### config.mk
export PLATFORM = sky130hd
export DESIGN_NAME = chan_initiator_flat
export DESIGN_NICKNAME = d
export VERILOG_FILES = /design/src/logic/chan_seq_pkg.sv /design/src/logic/chan_if.sv /design/src/logic/chan_initiator.sv /design/src/flat_wrapper.sv
export SDC_FILE = /design/constraint.sdc
export NUM_CORES = 2
export LEC_CHECK = 0
export ABC_CLOCK_PERIOD_IN_PS = 5700
export BUFFER_PORTS_ARGS = -buffer_cell sky130_fd_sc_hd__buf_2
export CAP_MARGIN = 20
export CORE_ASPECT_RATIO = 1.75
export CORE_UTILIZATION = 55
export CTS_BUF_LIST = sky130_fd_sc_hd__clkbuf_4 sky130_fd_sc_hd__clkbuf_8
export DETAILED_ROUTE_END_ITERATION = 16
export GPL_TIMING_DRIVEN = 0
export HOLD_SLACK_MARGIN = 0.12
export PLACE_DENSITY = 0.77
export RECOVER_POWER = 100
export SLEW_MARGIN = 20
export SYNTH_ARGS = -nofsm -noshare
export SYNTH_HDL_FRONTEND = slang
export SYNTH_HIERARCHICAL = 1
export SYNTH_SLANG_ARGS = --single-unit
### constraint.sdc
create_clock -name clk_i -period 5.7 [get_ports clk_i]
set_input_delay 0.57 -clock clk_i [delete_from_list [all_inputs] [get_ports clk_i]]
set_output_delay 0.57 -clock clk_i [all_outputs]
set_load 0.005 [all_outputs]
### src/logic/chan_seq_pkg.sv
// Purpose: shared constants and types of the packet channel sequencer
// Assumes: one clock; all times are counts of channel clock cycles
// Notes: one octbyte occupies four cycles on the data lanes
package chan_seq_pkg;
   localparam int DATA_W = 64;
   localparam int ADR_W = 8;
   localparam int CNT_W = 5;
   localparam int DEV_W = 2;
   localparam int TIME_W = 8;
   localparam int LAT_W = 5;
   localparam int FIFO_DEPTH = 16;
   localparam logic [1:0] OCT_LAST_BEAT = 2'h3;
   localparam logic [TIME_W-1:0] ACK_LATENCY = 8'h04;
   localparam logic [TIME_W-1:0] ACK_WINDOW_DELAY = 8'h06;
   localparam logic [TIME_W-1:0] READ_MINUS_ACK = 8'h04;
   localparam logic [TIME_W-1:0] READ_ADDR_OFFSET = 8'h02;
   localparam logic [TIME_W-1:0] WRITE_ADDR_OFFSET = 8'h02;
   localparam logic [TIME_W-1:0] POST_REG_WRITE_GAP = 8'h03;
   localparam logic [TIME_W-1:0] POST_MEM_WRITE_GAP = 8'h02;
   localparam logic [LAT_W-1:0] READ_LATENCY_RST = 5'h08;
   localparam logic [LAT_W-1:0] WRITE_LATENCY_RST = 5'h06;
   localparam int RD_FIELD_LSB = 0;
   localparam int WR_FIELD_LSB = 8;
   localparam logic [ADR_W-1:0] LAT_REG_ADDR = 8'h00;
   localparam logic [15:0] LAT_REG_RST =
      {3'h0, WRITE_LATENCY_RST, 3'h0, READ_LATENCY_RST};
   typedef enum logic [1:0] {
      ACK_NONE = 2'b00,
      ACK_OKAY = 2'b01,
      ACK_NACK = 2'b10
   } ack_t;
   typedef enum logic {
      ST_IDLE = 1'b0,
      ST_BUSY = 1'b1
   } seq_state_t;
endpackage

### src/logic/chan_if.sv
// Purpose: packet channel between initiating and responding ends
// Assumes: both ends run on the same clock
// Notes: every signal is driven from a flip-flop of its owner
`timescale 1ns/1ps
interface chan_if import chan_seq_pkg::*; ();
   logic req_valid;
   logic req_write;
   logic req_reg;
   logic req_serial;
   logic [DEV_W-1:0] req_dev;
   logic [ADR_W-1:0] req_addr;
   logic [CNT_W-1:0] req_count;
   logic serial_address_subpacket_valid;
   logic [ADR_W-1:0] serial_address_subpacket;
   logic sctrl_stop;
   logic wvalid;
   logic [DATA_W-1:0] wdata;
   logic ack_valid;
   ack_t ack_code;
   logic rvalid;
   logic [DATA_W-1:0] rdata;
   modport initiator(output req_valid, req_write, req_reg, req_serial,
      req_dev, req_addr, req_count, serial_address_subpacket_valid, serial_address_subpacket, sctrl_stop, wvalid,
      wdata, input ack_valid, ack_code, rvalid, rdata);
   modport responder(input req_valid, req_write, req_reg, req_serial,
      req_dev, req_addr, req_count, serial_address_subpacket_valid, serial_address_subpacket, sctrl_stop, wvalid,
      wdata, output ack_valid, ack_code, rvalid, rdata);
endinterface // chan_if

### src/logic/chan_initiator.sv
// Purpose: initiating end; issues requests, streams write data and
//          serial address/control packets, collects read data
// Assumes: write data for a burst sits in the fifo before the command
// Notes: fifo depth must be a power of two
`timescale 1ns/1ps
module wdata_fifo #(
   parameter int WIDTH = 64,
   parameter int DEPTH = 16
) (
   input wire logic clk_i,
   input wire logic reset_i,
   input wire logic in_valid_i,
   output logic in_ready_o,
   input wire logic [WIDTH-1:0] in_data_i,
   output logic out_valid_o,
   input wire logic out_ready_i,
   output logic [WIDTH-1:0] out_data_o,
   output logic [$clog2(DEPTH):0] level_o
);
   localparam int AW = $clog2(DEPTH);
   logic [WIDTH-1:0] mem [DEPTH];
   logic [AW-1:0] wr_ptr;
   logic [AW-1:0] rd_ptr;
   logic push;
   logic pop;
   logic [AW:0] next_level;

   assign push = in_valid_i && in_ready_o;
   assign pop = out_valid_o && out_ready_i;
   assign out_data_o = mem[rd_ptr];
   assign next_level = level_o + {AW'(0), push} - {AW'(0), pop};

   always_ff @(posedge clk_i) begin
      if (reset_i) begin
         wr_ptr <= '0;
         rd_ptr <= '0;
         level_o <= '0;
         in_ready_o <= 1'b1;
         out_valid_o <= 1'b0;
      end else begin
         if (push) begin
            wr_ptr <= wr_ptr + 1'b1;
         end
         if (pop) begin
            rd_ptr <= rd_ptr + 1'b1;
         end
         level_o <= next_level;
         in_ready_o <= next_level != (AW+1)'(DEPTH);
         out_valid_o <= next_level != '0;
      end
   end

   always_ff @(posedge clk_i) begin
      if (push) begin
         mem[wr_ptr] <= in_data_i;
      end
   end
endmodule // wdata_fifo

module chan_initiator import chan_seq_pkg::*; (
   input wire logic clk_i,
   input wire logic reset_i,
   chan_if.initiator ch,
   input wire logic cmd_valid_i,
   output logic cmd_ready_o,
   input wire logic cmd_write_i,
   input wire logic cmd_reg_i,
   input wire logic cmd_serial_i,
   input wire logic [DEV_W-1:0] cmd_dev_i,
   input wire logic [ADR_W-1:0] cmd_addr_i,
   input wire logic [ADR_W-1:0] cmd_stride_i,
   input wire logic [CNT_W-1:0] cmd_count_i,
   input wire logic [CNT_W-1:0] cmd_stop_i,
   input wire logic wd_valid_i,
   output logic wd_ready_o,
   input wire logic [DATA_W-1:0] wd_data_i,
   output logic rd_valid_o,
   output logic [DATA_W-1:0] rd_data_o,
   output logic done_o,
   output ack_t done_ack_o
);
   seq_state_t state;
   logic [TIME_W-1:0] cnt;
   logic [TIME_W-1:0] gap;
   logic [TIME_W-1:0] ph;
   logic [TIME_W-1:0] rwait;
   logic [TIME_W-1:0] ph_start;
   logic [TIME_W-1:0] stop_cyc;
   logic [DEV_W-1:0] gap_dev;
   logic [ADR_W-1:0] sa;
   logic [ADR_W-1:0] stride;
   logic [5:0] moved;
   logic [5:0] m_next;
   logic [5:0] rx_left;
   logic [5:0] drain;
   logic [5:0] blk;
   logic [1:0] rbeat;
   logic [1:0] off;
   logic ph_run;
   logic rx_on;
   logic take;
   logic nak_now;
   logic fin;
   logic pop;
   logic f_valid;
   logic [DATA_W-1:0] f_data;
   logic [$clog2(FIFO_DEPTH):0] f_level;
   ack_t ack_st;

   function automatic logic [TIME_W-1:0] sched_d(input logic wr);
      return wr ? {3'h0, WRITE_LATENCY_RST} : ACK_LATENCY + READ_MINUS_ACK;
   endfunction

   function automatic logic [TIME_W-1:0] addr_off(input logic wr);
      return wr ? WRITE_ADDR_OFFSET : READ_ADDR_OFFSET;
   endfunction

   // a stop that would land in the acknowledge window is dropped and the
   // full burst runs instead
   always_comb begin
      m_next = {1'b0, cmd_count_i} + 6'h01;
      stop_cyc = sched_d(cmd_write_i) + {1'b0, cmd_stop_i, 2'b00}
         - addr_off(cmd_write_i);
      if (cmd_stop_i != '0 && cmd_stop_i <= cmd_count_i &&
          stop_cyc > ACK_WINDOW_DELAY) begin
         m_next = {1'b0, cmd_stop_i};
      end
   end

   assign take = state == ST_IDLE && cmd_valid_i && cmd_ready_o &&
      (!cmd_write_i || {1'b0, f_level} >= m_next) &&
      (gap == '0 || cmd_dev_i != gap_dev);
   assign nak_now = state == ST_BUSY && cnt == ACK_LATENCY &&
      !(ch.ack_valid && ch.ack_code == ACK_OKAY);
   assign fin = state == ST_BUSY && cnt >= ACK_WINDOW_DELAY && !ph_run &&
      !ch.wvalid && rx_left == '0 && drain == '0;
   // two cycles ahead: ph 0 sits one cycle before the first subpacket
   // slot, and every channel output lands one cycle after it is set
   assign ph_start = sched_d(ch.req_write) - addr_off(ch.req_write)
      - 8'h02;
   assign off = ch.req_write ? WRITE_ADDR_OFFSET[1:0] :
      READ_ADDR_OFFSET[1:0];
   assign blk = ph[7:2];
   assign pop = (ph_run && ph[1:0] == off && blk < moved && ch.req_write)
      || drain != '0;

   wdata_fifo #(.WIDTH(DATA_W), .DEPTH(FIFO_DEPTH)) u_fifo (
      .clk_i(clk_i),
      .reset_i(reset_i),
      .in_valid_i(wd_valid_i),
      .in_ready_o(wd_ready_o),
      .in_data_i(wd_data_i),
      .out_valid_o(f_valid),
      .out_ready_i(pop),
      .out_data_o(f_data),
      .level_o(f_level)
   );

   always_ff @(posedge clk_i) begin
      if (reset_i) begin
         state <= ST_IDLE;
         cnt <= '0;
         gap <= '0;
         gap_dev <= '0;
         cmd_ready_o <= 1'b1;
         done_o <= 1'b0;
         done_ack_o <= ACK_NONE;
         ack_st <= ACK_NONE;
         ch.req_valid <= 1'b0;
         ch.req_write <= 1'b0;
         ch.req_reg <= 1'b0;
         ch.req_serial <= 1'b0;
         ch.req_dev <= '0;
         ch.req_addr <= '0;
         ch.req_count <= '0;
      end else begin
         ch.req_valid <= take;
         done_o <= 1'b0;
         if (take) begin
            state <= ST_BUSY;
            cnt <= '0;
            cmd_ready_o <= 1'b0;
            ch.req_write <= cmd_write_i;
            ch.req_reg <= cmd_reg_i;
            ch.req_serial <= cmd_serial_i;
            ch.req_dev <= cmd_dev_i;
            ch.req_addr <= cmd_addr_i;
            ch.req_count <= cmd_count_i;
         end else if (state == ST_BUSY) begin
            cnt <= cnt + 8'h01;
         end
         if (state == ST_BUSY && cnt == ACK_LATENCY) begin
            ack_st <= ch.ack_valid ? ch.ack_code : ACK_NONE;
         end
         if (fin) begin
            state <= ST_IDLE;
            cmd_ready_o <= 1'b1;
            done_o <= 1'b1;
            done_ack_o <= ack_st;
         end
         if (fin && ch.req_write && ack_st == ACK_OKAY) begin
            gap <= ch.req_reg ? POST_REG_WRITE_GAP : POST_MEM_WRITE_GAP;
            gap_dev <= ch.req_dev;
         end else if (gap != '0) begin
            gap <= gap - 8'h01;
         end
      end
   end

   // ph counts from the cycle before the first subpacket slot; block j
   // carries the address of octbyte j and, for a cut-short burst, the stop after the last one
   always_ff @(posedge clk_i) begin
      if (reset_i) begin
         ph_run <= 1'b0;
         ph <= '0;
         sa <= '0;
         stride <= '0;
         moved <= '0;
         drain <= '0;
         ch.serial_address_subpacket_valid <= 1'b0;
         ch.serial_address_subpacket <= '0;
         ch.sctrl_stop <= 1'b0;
         ch.wvalid <= 1'b0;
         ch.wdata <= '0;
      end else begin
         ch.sctrl_stop <= 1'b0;
         if (take) begin
            moved <= m_next;
            sa <= cmd_addr_i;
            stride <= cmd_stride_i;
         end
         if (drain != '0) begin
            drain <= drain - 6'h01;
         end
         if (nak_now) begin
            // refused: data already queued is discarded, never driven
            ph_run <= 1'b0;
            ch.serial_address_subpacket_valid <= 1'b0;
            ch.wvalid <= 1'b0;
            drain <= ch.req_write ? moved : 6'h00;
         end else if (state == ST_BUSY && !ph_run && cnt == ph_start) begin
            ph_run <= 1'b1;
            ph <= '0;
         end else if (ph_run) begin
            ph <= ph + 8'h01;
            if (ph[1:0] == 2'b00) begin
               ch.serial_address_subpacket_valid <= ch.req_serial && blk != '0 &&
                  blk < moved;
               if (blk != '0) begin
                  sa <= sa + stride;
                  ch.serial_address_subpacket <= sa + stride;
               end
               ch.sctrl_stop <= blk == moved &&
                  moved != {1'b0, ch.req_count} + 6'h01;
            end
            if (ph[1:0] == off) begin
               if (blk < moved && ch.req_write) begin
                  ch.wvalid <= 1'b1;
                  ch.wdata <= f_data;
               end else begin
                  ch.wvalid <= 1'b0;
               end
               if (blk >= moved) begin
                  ph_run <= 1'b0;
               end
            end
         end
      end
   end

   // read data is located by the acknowledge, not by the data lanes
   always_ff @(posedge clk_i) begin
      if (reset_i) begin
         rx_on <= 1'b0;
         rx_left <= '0;
         rwait <= '0;
         rbeat <= '0;
         rd_valid_o <= 1'b0;
         rd_data_o <= '0;
      end else begin
         rd_valid_o <= 1'b0;
         if (take) begin
            rx_left <= cmd_write_i ? 6'h00 : m_next;
         end
         if (nak_now) begin
            rx_left <= '0;
         end else if (state == ST_BUSY && cnt == ACK_LATENCY &&
                      !ch.req_write) begin
            rwait <= READ_MINUS_ACK - 8'h01;
         end else if (rwait != '0) begin
            rwait <= rwait - 8'h01;
            if (rwait == 8'h01) begin
               rx_on <= 1'b1;
               rbeat <= '0;
            end
         end
         if (rx_on) begin
            rbeat <= rbeat + 2'h1;
            if (rbeat == 2'h0) begin
               rd_valid_o <= 1'b1;
               rd_data_o <= ch.rdata;
            end
            if (rbeat == OCT_LAST_BEAT) begin
               rx_left <= rx_left - 6'h01;
               if (rx_left == 6'h01) begin
                  rx_on <= 1'b0;
               end
            end
         end
      end
   end
endmodule // chan_initiator

### src/flat_wrapper.sv
// flat-port wrapper written by rule: the top's interface ports become plain ports
module chan_initiator_flat import chan_seq_pkg::*;
  (clk_i, reset_i, cmd_valid_i, cmd_ready_o, cmd_write_i, cmd_reg_i, cmd_serial_i, cmd_dev_i, cmd_addr_i, cmd_stride_i, cmd_count_i, cmd_stop_i, wd_valid_i, wd_ready_o, wd_data_i, rd_valid_o, rd_data_o, done_o, done_ack_o, ch_req_valid, ch_req_write, ch_req_reg, ch_req_serial, ch_req_dev, ch_req_addr, ch_req_count, ch_serial_address_subpacket_valid, ch_serial_address_subpacket, ch_sctrl_stop, ch_wvalid, ch_wdata, ch_ack_valid, ch_ack_code, ch_rvalid, ch_rdata);
  chan_if ch_i ();
  input wire logic clk_i;
  input wire logic reset_i;
  input wire logic cmd_valid_i;
  output logic cmd_ready_o;
  input wire logic cmd_write_i;
  input wire logic cmd_reg_i;
  input wire logic cmd_serial_i;
  input wire logic [DEV_W-1:0] cmd_dev_i;
  input wire logic [ADR_W-1:0] cmd_addr_i;
  input wire logic [ADR_W-1:0] cmd_stride_i;
  input wire logic [CNT_W-1:0] cmd_count_i;
  input wire logic [CNT_W-1:0] cmd_stop_i;
  input wire logic wd_valid_i;
  output logic wd_ready_o;
  input wire logic [DATA_W-1:0] wd_data_i;
  output logic rd_valid_o;
  output logic [DATA_W-1:0] rd_data_o;
  output logic done_o;
  output ack_t done_ack_o;
  output wire logic [$bits(ch_i.req_valid)-1:0] ch_req_valid;
  output wire logic [$bits(ch_i.req_write)-1:0] ch_req_write;
  output wire logic [$bits(ch_i.req_reg)-1:0] ch_req_reg;
  output wire logic [$bits(ch_i.req_serial)-1:0] ch_req_serial;
  output wire logic [$bits(ch_i.req_dev)-1:0] ch_req_dev;
  output wire logic [$bits(ch_i.req_addr)-1:0] ch_req_addr;
  output wire logic [$bits(ch_i.req_count)-1:0] ch_req_count;
  output wire logic [$bits(ch_i.serial_address_subpacket_valid)-1:0] ch_serial_address_subpacket_valid;
  output wire logic [$bits(ch_i.serial_address_subpacket)-1:0] ch_serial_address_subpacket;
  output wire logic [$bits(ch_i.sctrl_stop)-1:0] ch_sctrl_stop;
  output wire logic [$bits(ch_i.wvalid)-1:0] ch_wvalid;
  output wire logic [$bits(ch_i.wdata)-1:0] ch_wdata;
  input wire logic [$bits(ch_i.ack_valid)-1:0] ch_ack_valid;
  input wire logic [$bits(ch_i.ack_code)-1:0] ch_ack_code;
  input wire logic [$bits(ch_i.rvalid)-1:0] ch_rvalid;
  input wire logic [$bits(ch_i.rdata)-1:0] ch_rdata;
  assign ch_req_valid = ch_i.req_valid;
  assign ch_req_write = ch_i.req_write;
  assign ch_req_reg = ch_i.req_reg;
  assign ch_req_serial = ch_i.req_serial;
  assign ch_req_dev = ch_i.req_dev;
  assign ch_req_addr = ch_i.req_addr;
  assign ch_req_count = ch_i.req_count;
  assign ch_serial_address_subpacket_valid = ch_i.serial_address_subpacket_valid;
  assign ch_serial_address_subpacket = ch_i.serial_address_subpacket;
  assign ch_sctrl_stop = ch_i.sctrl_stop;
  assign ch_wvalid = ch_i.wvalid;
  assign ch_wdata = ch_i.wdata;
  assign ch_i.ack_valid = ch_ack_valid;
  assign ch_i.ack_code = ch_ack_code;
  assign ch_i.rvalid = ch_rvalid;
  assign ch_i.rdata = ch_rdata;
  chan_initiator u_core (.clk_i(clk_i), .reset_i(reset_i), .ch(ch_i), .cmd_valid_i(cmd_valid_i), .cmd_ready_o(cmd_ready_o), .cmd_write_i(cmd_write_i), .cmd_reg_i(cmd_reg_i), .cmd_serial_i(cmd_serial_i), .cmd_dev_i(cmd_dev_i), .cmd_addr_i(cmd_addr_i), .cmd_stride_i(cmd_stride_i), .cmd_count_i(cmd_count_i), .cmd_stop_i(cmd_stop_i), .wd_valid_i(wd_valid_i), .wd_ready_o(wd_ready_o), .wd_data_i(wd_data_i), .rd_valid_o(rd_valid_o), .rd_data_o(rd_data_o), .done_o(done_o), .done_ack_o(done_ack_o));
endmodule
# Yosys cells after proc, flatten, opt, wreduce, memory -nomap -nowiden
# Memories as Yosys holds them, arrays and structs flattened. A register that Yosys moved wholly into a read port is not among the register bits.
# Index checks and enable logic that the tools add are counted.
# word_totals
mem_count,1
register_bits,189
ram_bits,1024
inputBits,167
# classes
n_addsub,18
n_lt_le_gt_ge,6
bitwise_logic,6
n_reduce_logical,66
n_mux,46
eq_ne,14
# memory_table
name,depth,width,read_ports,rd_clocked_by_memory_dff,write_ports,line,rtl
u_core.u_fifo.mem,16,64,1,1,1,chan_initiator.sv:21,logic [WIDTH-1:0] mem [DEPTH];
# op_table
operator,count
2-to-1 mux 8 bit,12
2-to-1 mux 6 bit,9
logical AND 1 bit,28
subtractor 8 x 2 -> 8 bit (second input constant),3
2-to-1 mux 1 bit,17
adder 8 x 1 -> 8 bit (second input constant),2
nonzero test 8 bit,2
subtractor 8 x 1 -> 8 bit (second input constant),2
adder 5 x 1 -> 6 bit (second input constant),2
logical NOT 6 bit,2
2-to-1 mux 2 bit,6
nonzero test 2 bit,6
nonzero test 6 bit,2
subtractor 6 x 1 -> 6 bit (second input constant),2
AND reduction 5 bit,2
nonzero test 5 bit,2
adder 4 x 1 -> 4 bit (second input constant),2
adder 8 x 7 -> 8 bit,1
adder 8 bit,1
equality test 8 x 1 -> 1 bit (second input constant),1
equality test 8 x 3 -> 1 bit (second input constant),1
equality test 8 bit,1
greater-or-equal comparator 8 x 3 -> 1 bit (second input constant),1
greater-than comparator 8 x 3 -> 1 bit (second input constant),1
other kinds (26),48

# Longest topological paths before layout
# depth
ltp_word,16
mapped_depth,22

# Modules after synthesis
# Netlist, hierarchy kept.
# modules_own_cells
module,cells_per_inst,area_each_um2,n_inst
wdata_fifo,1676,39105.0,1
chan_initiator,1300,10465.0,1

# Worst setup path after synthesis
# No wires, ideal clock.
# synth_path
kind,input -> register
startpoint,input port wd_valid_i
endpoint,"memory u_core.u_fifo.mem[3][0], enable pin"
arrival_ns,5.445
n_path_buf,1
setup_time_ns,0.565
cell_stages,4
setup_slack_ns,-0.310
cell_sequence,and2_1 > clkbuf_1 > nand2_1 > nor3_1
# synth_between
elab_chain_cells,3
# synth_lines
item,line,rtl
from (decl),flat_wrapper.sv:17,input wire logic wd_valid_i;
logical AND 1 bit,chan_initiator.sv:28,assign push = in_valid_i && in_ready_o;
2-to-1 mux 1 bit,chan_initiator.sv:54,if (push) begin
2-to-1 mux 1 bit (implied by the code),chan_initiator.sv:55,mem[wr_ptr] <= in_data_i;
to (decl),chan_initiator.sv:21,
# No other way between the ends.

# Worst setup path after layout
# layout_path
startpoint,input port wd_valid_i
endpoint,"memory u_core.u_fifo.mem[9][45], enable pin"
# The elaborated chain is that of the path after synthesis.

==> flow_metrics.env <==
export IMPL_layout_cells_non_filler=5035
export IMPL_routed_wl_mm=131
export IMPL_largest_register="u_core/u_fifo/mem"
export IMPL_yosys_warnings=6
export IMPL_synth_edff_count=1024
export IMPL_hold_class="in2reg"
export IMPL_yosysMostFrequentCell="edfxtp_1"
export IMPL_syn_cell_area_sq_mm=0.0496
export IMPL_final_area_sq_mm=0.0580
export IMPL_power_uw=23400
export IMPL_synth_top_family_by_area="multiplexers"
export IMPL_coreArea_sq_mm=0.0893
export IMPL_sw_frac_of_total_pct=27.9
export IMPL_maxCapViolations=24
export IMPL_hold_ws_ps=236
export IMPL_syn_area_per_cell_sq_um=16.7
export IMPL_ys_types=69
export IMPL_grt_setup_unrepaired="no"
export IMPL_row_count=145
export IMPL_min_period_ps=5470
export IMPL_die_x_um=229
export IMPL_max_clock_freq_mhz=183
export IMPL_num_vias=30800
export IMPL_syn_nets=3201
export IMPL_dieArea_sq_mm=0.0914
export IMPL_p_clk_share_pct=31.4
export IMPL_numPortBuffers=328
export IMPL_nNetsFinal=3934
export IMPL_post_cts_buffers=0
export IMPL_synthMuxAreaShare_pct=11.9
export IMPL_max_slew_margin_pct=-36.8
export IMPL_yosys_top_cells_count="1024 x edfxtp_1, 393 x nand2_1, 257 x dfxtp_1"
export IMPL_grtUsageTotal_pct=28.8
export IMPL_drive_gt1_share_pct=19.9
export IMPL_synth_xor_area_share_pct=0.883
export IMPL_clkSlewWorstSetupHoldPaths_ps=60
export IMPL_crit_fanout=18
export IMPL_crit_arrival_ps=5910
export IMPL_p_int_uw=16900
export IMPL_pwr_density_cell_mw_per_mm2=403
export IMPL_cts_buffers=173
export IMPL_yosys_most_used_dff="edfxtp_1"
export IMPL_slowest_stage="nor2_1"
export IMPL_drtIter0Drc=3098
export IMPL_ys_top_cells_by_area="edfxtp_1 62%, mux4_2 12%, dfxtp_1 10%"
export IMPL_p_comb_share_pct=22.1
export IMPL_cp_start_kind="input port"
export IMPL_peakVddDrop_mv=0.277
export IMPL_antenna_found_initial=11
export IMPL_synthCells=2976
export IMPL_cp_required_ps=6140
export IMPL_status="finished with violations"
export IMPL_area_growth_pct=17.1
export IMPL_grt_overflow=0
export IMPL_finalSetupViolCount=0
export IMPL_top_regs="u_core/u_fifo/mem x1024, u_core/ch.wdata x64, u_core/rd_data_o x64"
export IMPL_timing_critical_path_mode_cell="clkbuf_1"
export IMPL_cts_tree="built"
export IMPL_max_clock_path_buffers=3
export IMPL_hpwl_mm=86.4
export IMPL_synth_top_area_cell="edfxtp_1"
export IMPL_cp_end_kind="flop"
export IMPL_grt_max_degree=22
export IMPL_initial_core_util_pct=55.5
export IMPL_cp_cell_sequence="dlygate4sd3_1, buf_2, and2_0, clkbuf_1, nand2_1, nor2_1, clkbuf_1, clkbuf_1"
export IMPL_yosysSeqAreaShare_pct=72.4
export IMPL_yosys_area_top_type_share_pct=62.0
export IMPL_power_leakage_uw=0.0192
export IMPL_io_pins=331
export IMPL_synth_simple_area_share_pct=5.81
export IMPL_synth_adder_area_share_pct=1.49
export IMPL_drcViolationCount=0
export IMPL_p_switching_uw=6520
export IMPL_clock_latency_ps=870
export IMPL_clock_skew_ps=34.5
export IMPL_place_area_sq_mm=0.0543
export IMPL_largest_reg_flops=1024
export IMPL_cp_slowest_stage_delay_ps=1540
export IMPL_seq_power_share_pct=46.5
export IMPL_synth_compound_area_share_pct=5.53
export IMPL_ant_nets=0
export IMPL_clock_sinks=1281
export IMPL_place_congestion=0.920
export IMPL_fin_crit_sh_pct=96.0
export IMPL_cts_htree_levels=4
export IMPL_dieHeight_um=399
export IMPL_hold_violations=0
export IMPL_violations="max-capacitance violations, max-slew violations"
export IMPL_cts_root_buf="clkbuf_8"
export IMPL_ys_async_sr_fraction_pct=0
export IMPL_vias_per_cell=6.11
export IMPL_dp_cells=4549
export IMPL_report_final_slew_viol_count=376
export IMPL_grt_pass1_vias=31500
export IMPL_worst_pin_slew_ps=2040
export IMPL_path_class="in2reg"
export IMPL_first_pass_iters=6
export IMPL_wl_per_cell_um=26.1
export IMPL_grt_first_pass_wirelength_mm=192
export IMPL_ys_ff_latch=1281
## routing by layer
| layer | GRT usage, % | vias to the layer above | routed length (um) |
|---|---|---|---|
| li1 | - | 13100 | - |
| met1 | 33.2 | 15500 | 44600 |
| met2 | 51.7 | 1858 | 68600 |
| met3 | 6.06 | 362 | 12600 |
| met4 | 12.7 | 12 | 5570 |
| met5 | 0 | - | 84 |
## cell usage in the layout, fill, tap and decap left out, drive strengths merged, types with 5 or more instances in the layout
cell type,Yosys,final
mux2i,12,12
a31oi,13,13
a211oi,9,9
clkinvlp,0,7
edfxtp,1024,1024
nor4,5,5
a21o,6,6
a21oi,193,193
inv,56,60
diode,0,7
nand4,13,13
a311oi,6,6
and2,5,5
nand2,393,393
o21ai,46,46
xnor2,27,27
a22oi,128,128
nand2b,10,10
dlygate4sd3,0,161
buf,66,216
and3,9,9
clkinv,0,53
ha,56,56
dfxtp,257,257
clkbuf,100,590
bufinv,0,11
nor2,93,93
nand3,57,57
nor2b,8,8
mux4,256,256
xor2,23,23
nor3,28,28
or3,9,9
## timing repair
action / 4_1_cts / 5_1_grt
hold buffers: 161 / 0
setup endpoints to repair: 0 / 14
resized for setup: 0 / 6
endpoints found under the hold margin: 1132 / 0
## kinds of logic (layout without fill, tap and decap cells)
logic type / Yosys count / count (layout)
fa+ha+maj: 58 / 58
other cells: 0 / 7
compound gates: 439 / 439
buf+inv: 222 / 1098
simple gates: 656 / 656
xor+xnor: 50 / 50
flops: 1281 / 1281
mux: 270 / 270
## final timing paths
check | start | end | slack (ps) | cells past startpoint
max | wd_valid_i | u_core/u_fifo/mem[9][45]$_DFFE_PP_ | 230 | 8
min | cmd_stop_i[0] | u_core/moved[0]$_SDFFE_PP0N_ | 240 | 3
max reg2reg | u_core/u_fifo/in_ready_o$_SDFF_PP1_ | u_core/u_fifo/mem[9][45]$_DFFE_PP_ | 280 | 6
min reg2reg | u_core/ch.serial_address_subpacket[4]$_SDFFE_PP0P_ | u_core/ch.serial_address_subpacket[4]$_SDFFE_PP0P_ | 450 | 2
## worst max-delay path, delay by kind of cell
kind	cells	cell delay [ps]
buf+inv	5	3440
simple gates	3	1880
## through the flow
stage	TNS, ps	util, %	worst slack [ps]
finish	0	65.0	227
global route	0	65.0	131
CTS	0	66.8	348
detailed placement	-90.2	60.8	-46.7
global placement	-1896480	59.0	-2090
floorplan	0	-	1210
## power by group through the flow
stage               combinational, uW  sequential, uW  clock [uW]
detailed placement               5190           11000           0
global placement                 4910           11100           0
floorplan                        3600           11000           0
global route                     5530           10900        7830
finish                           5160           10900        7350
CTS                              5300           10800        7470
## layout make-up
type	count	area [sq um]
flip-flops and latches	1281	35900
fillers	6086	31200
multi-input cells	1473	12700
repair buffers	558	3300
clock buffers	243	3030
well taps	1176	1470
plain buffers	166	762
clock inverters	75	683
inverters	56	210
diodes	7	17.5
Power figures use the tool's default switching activity.
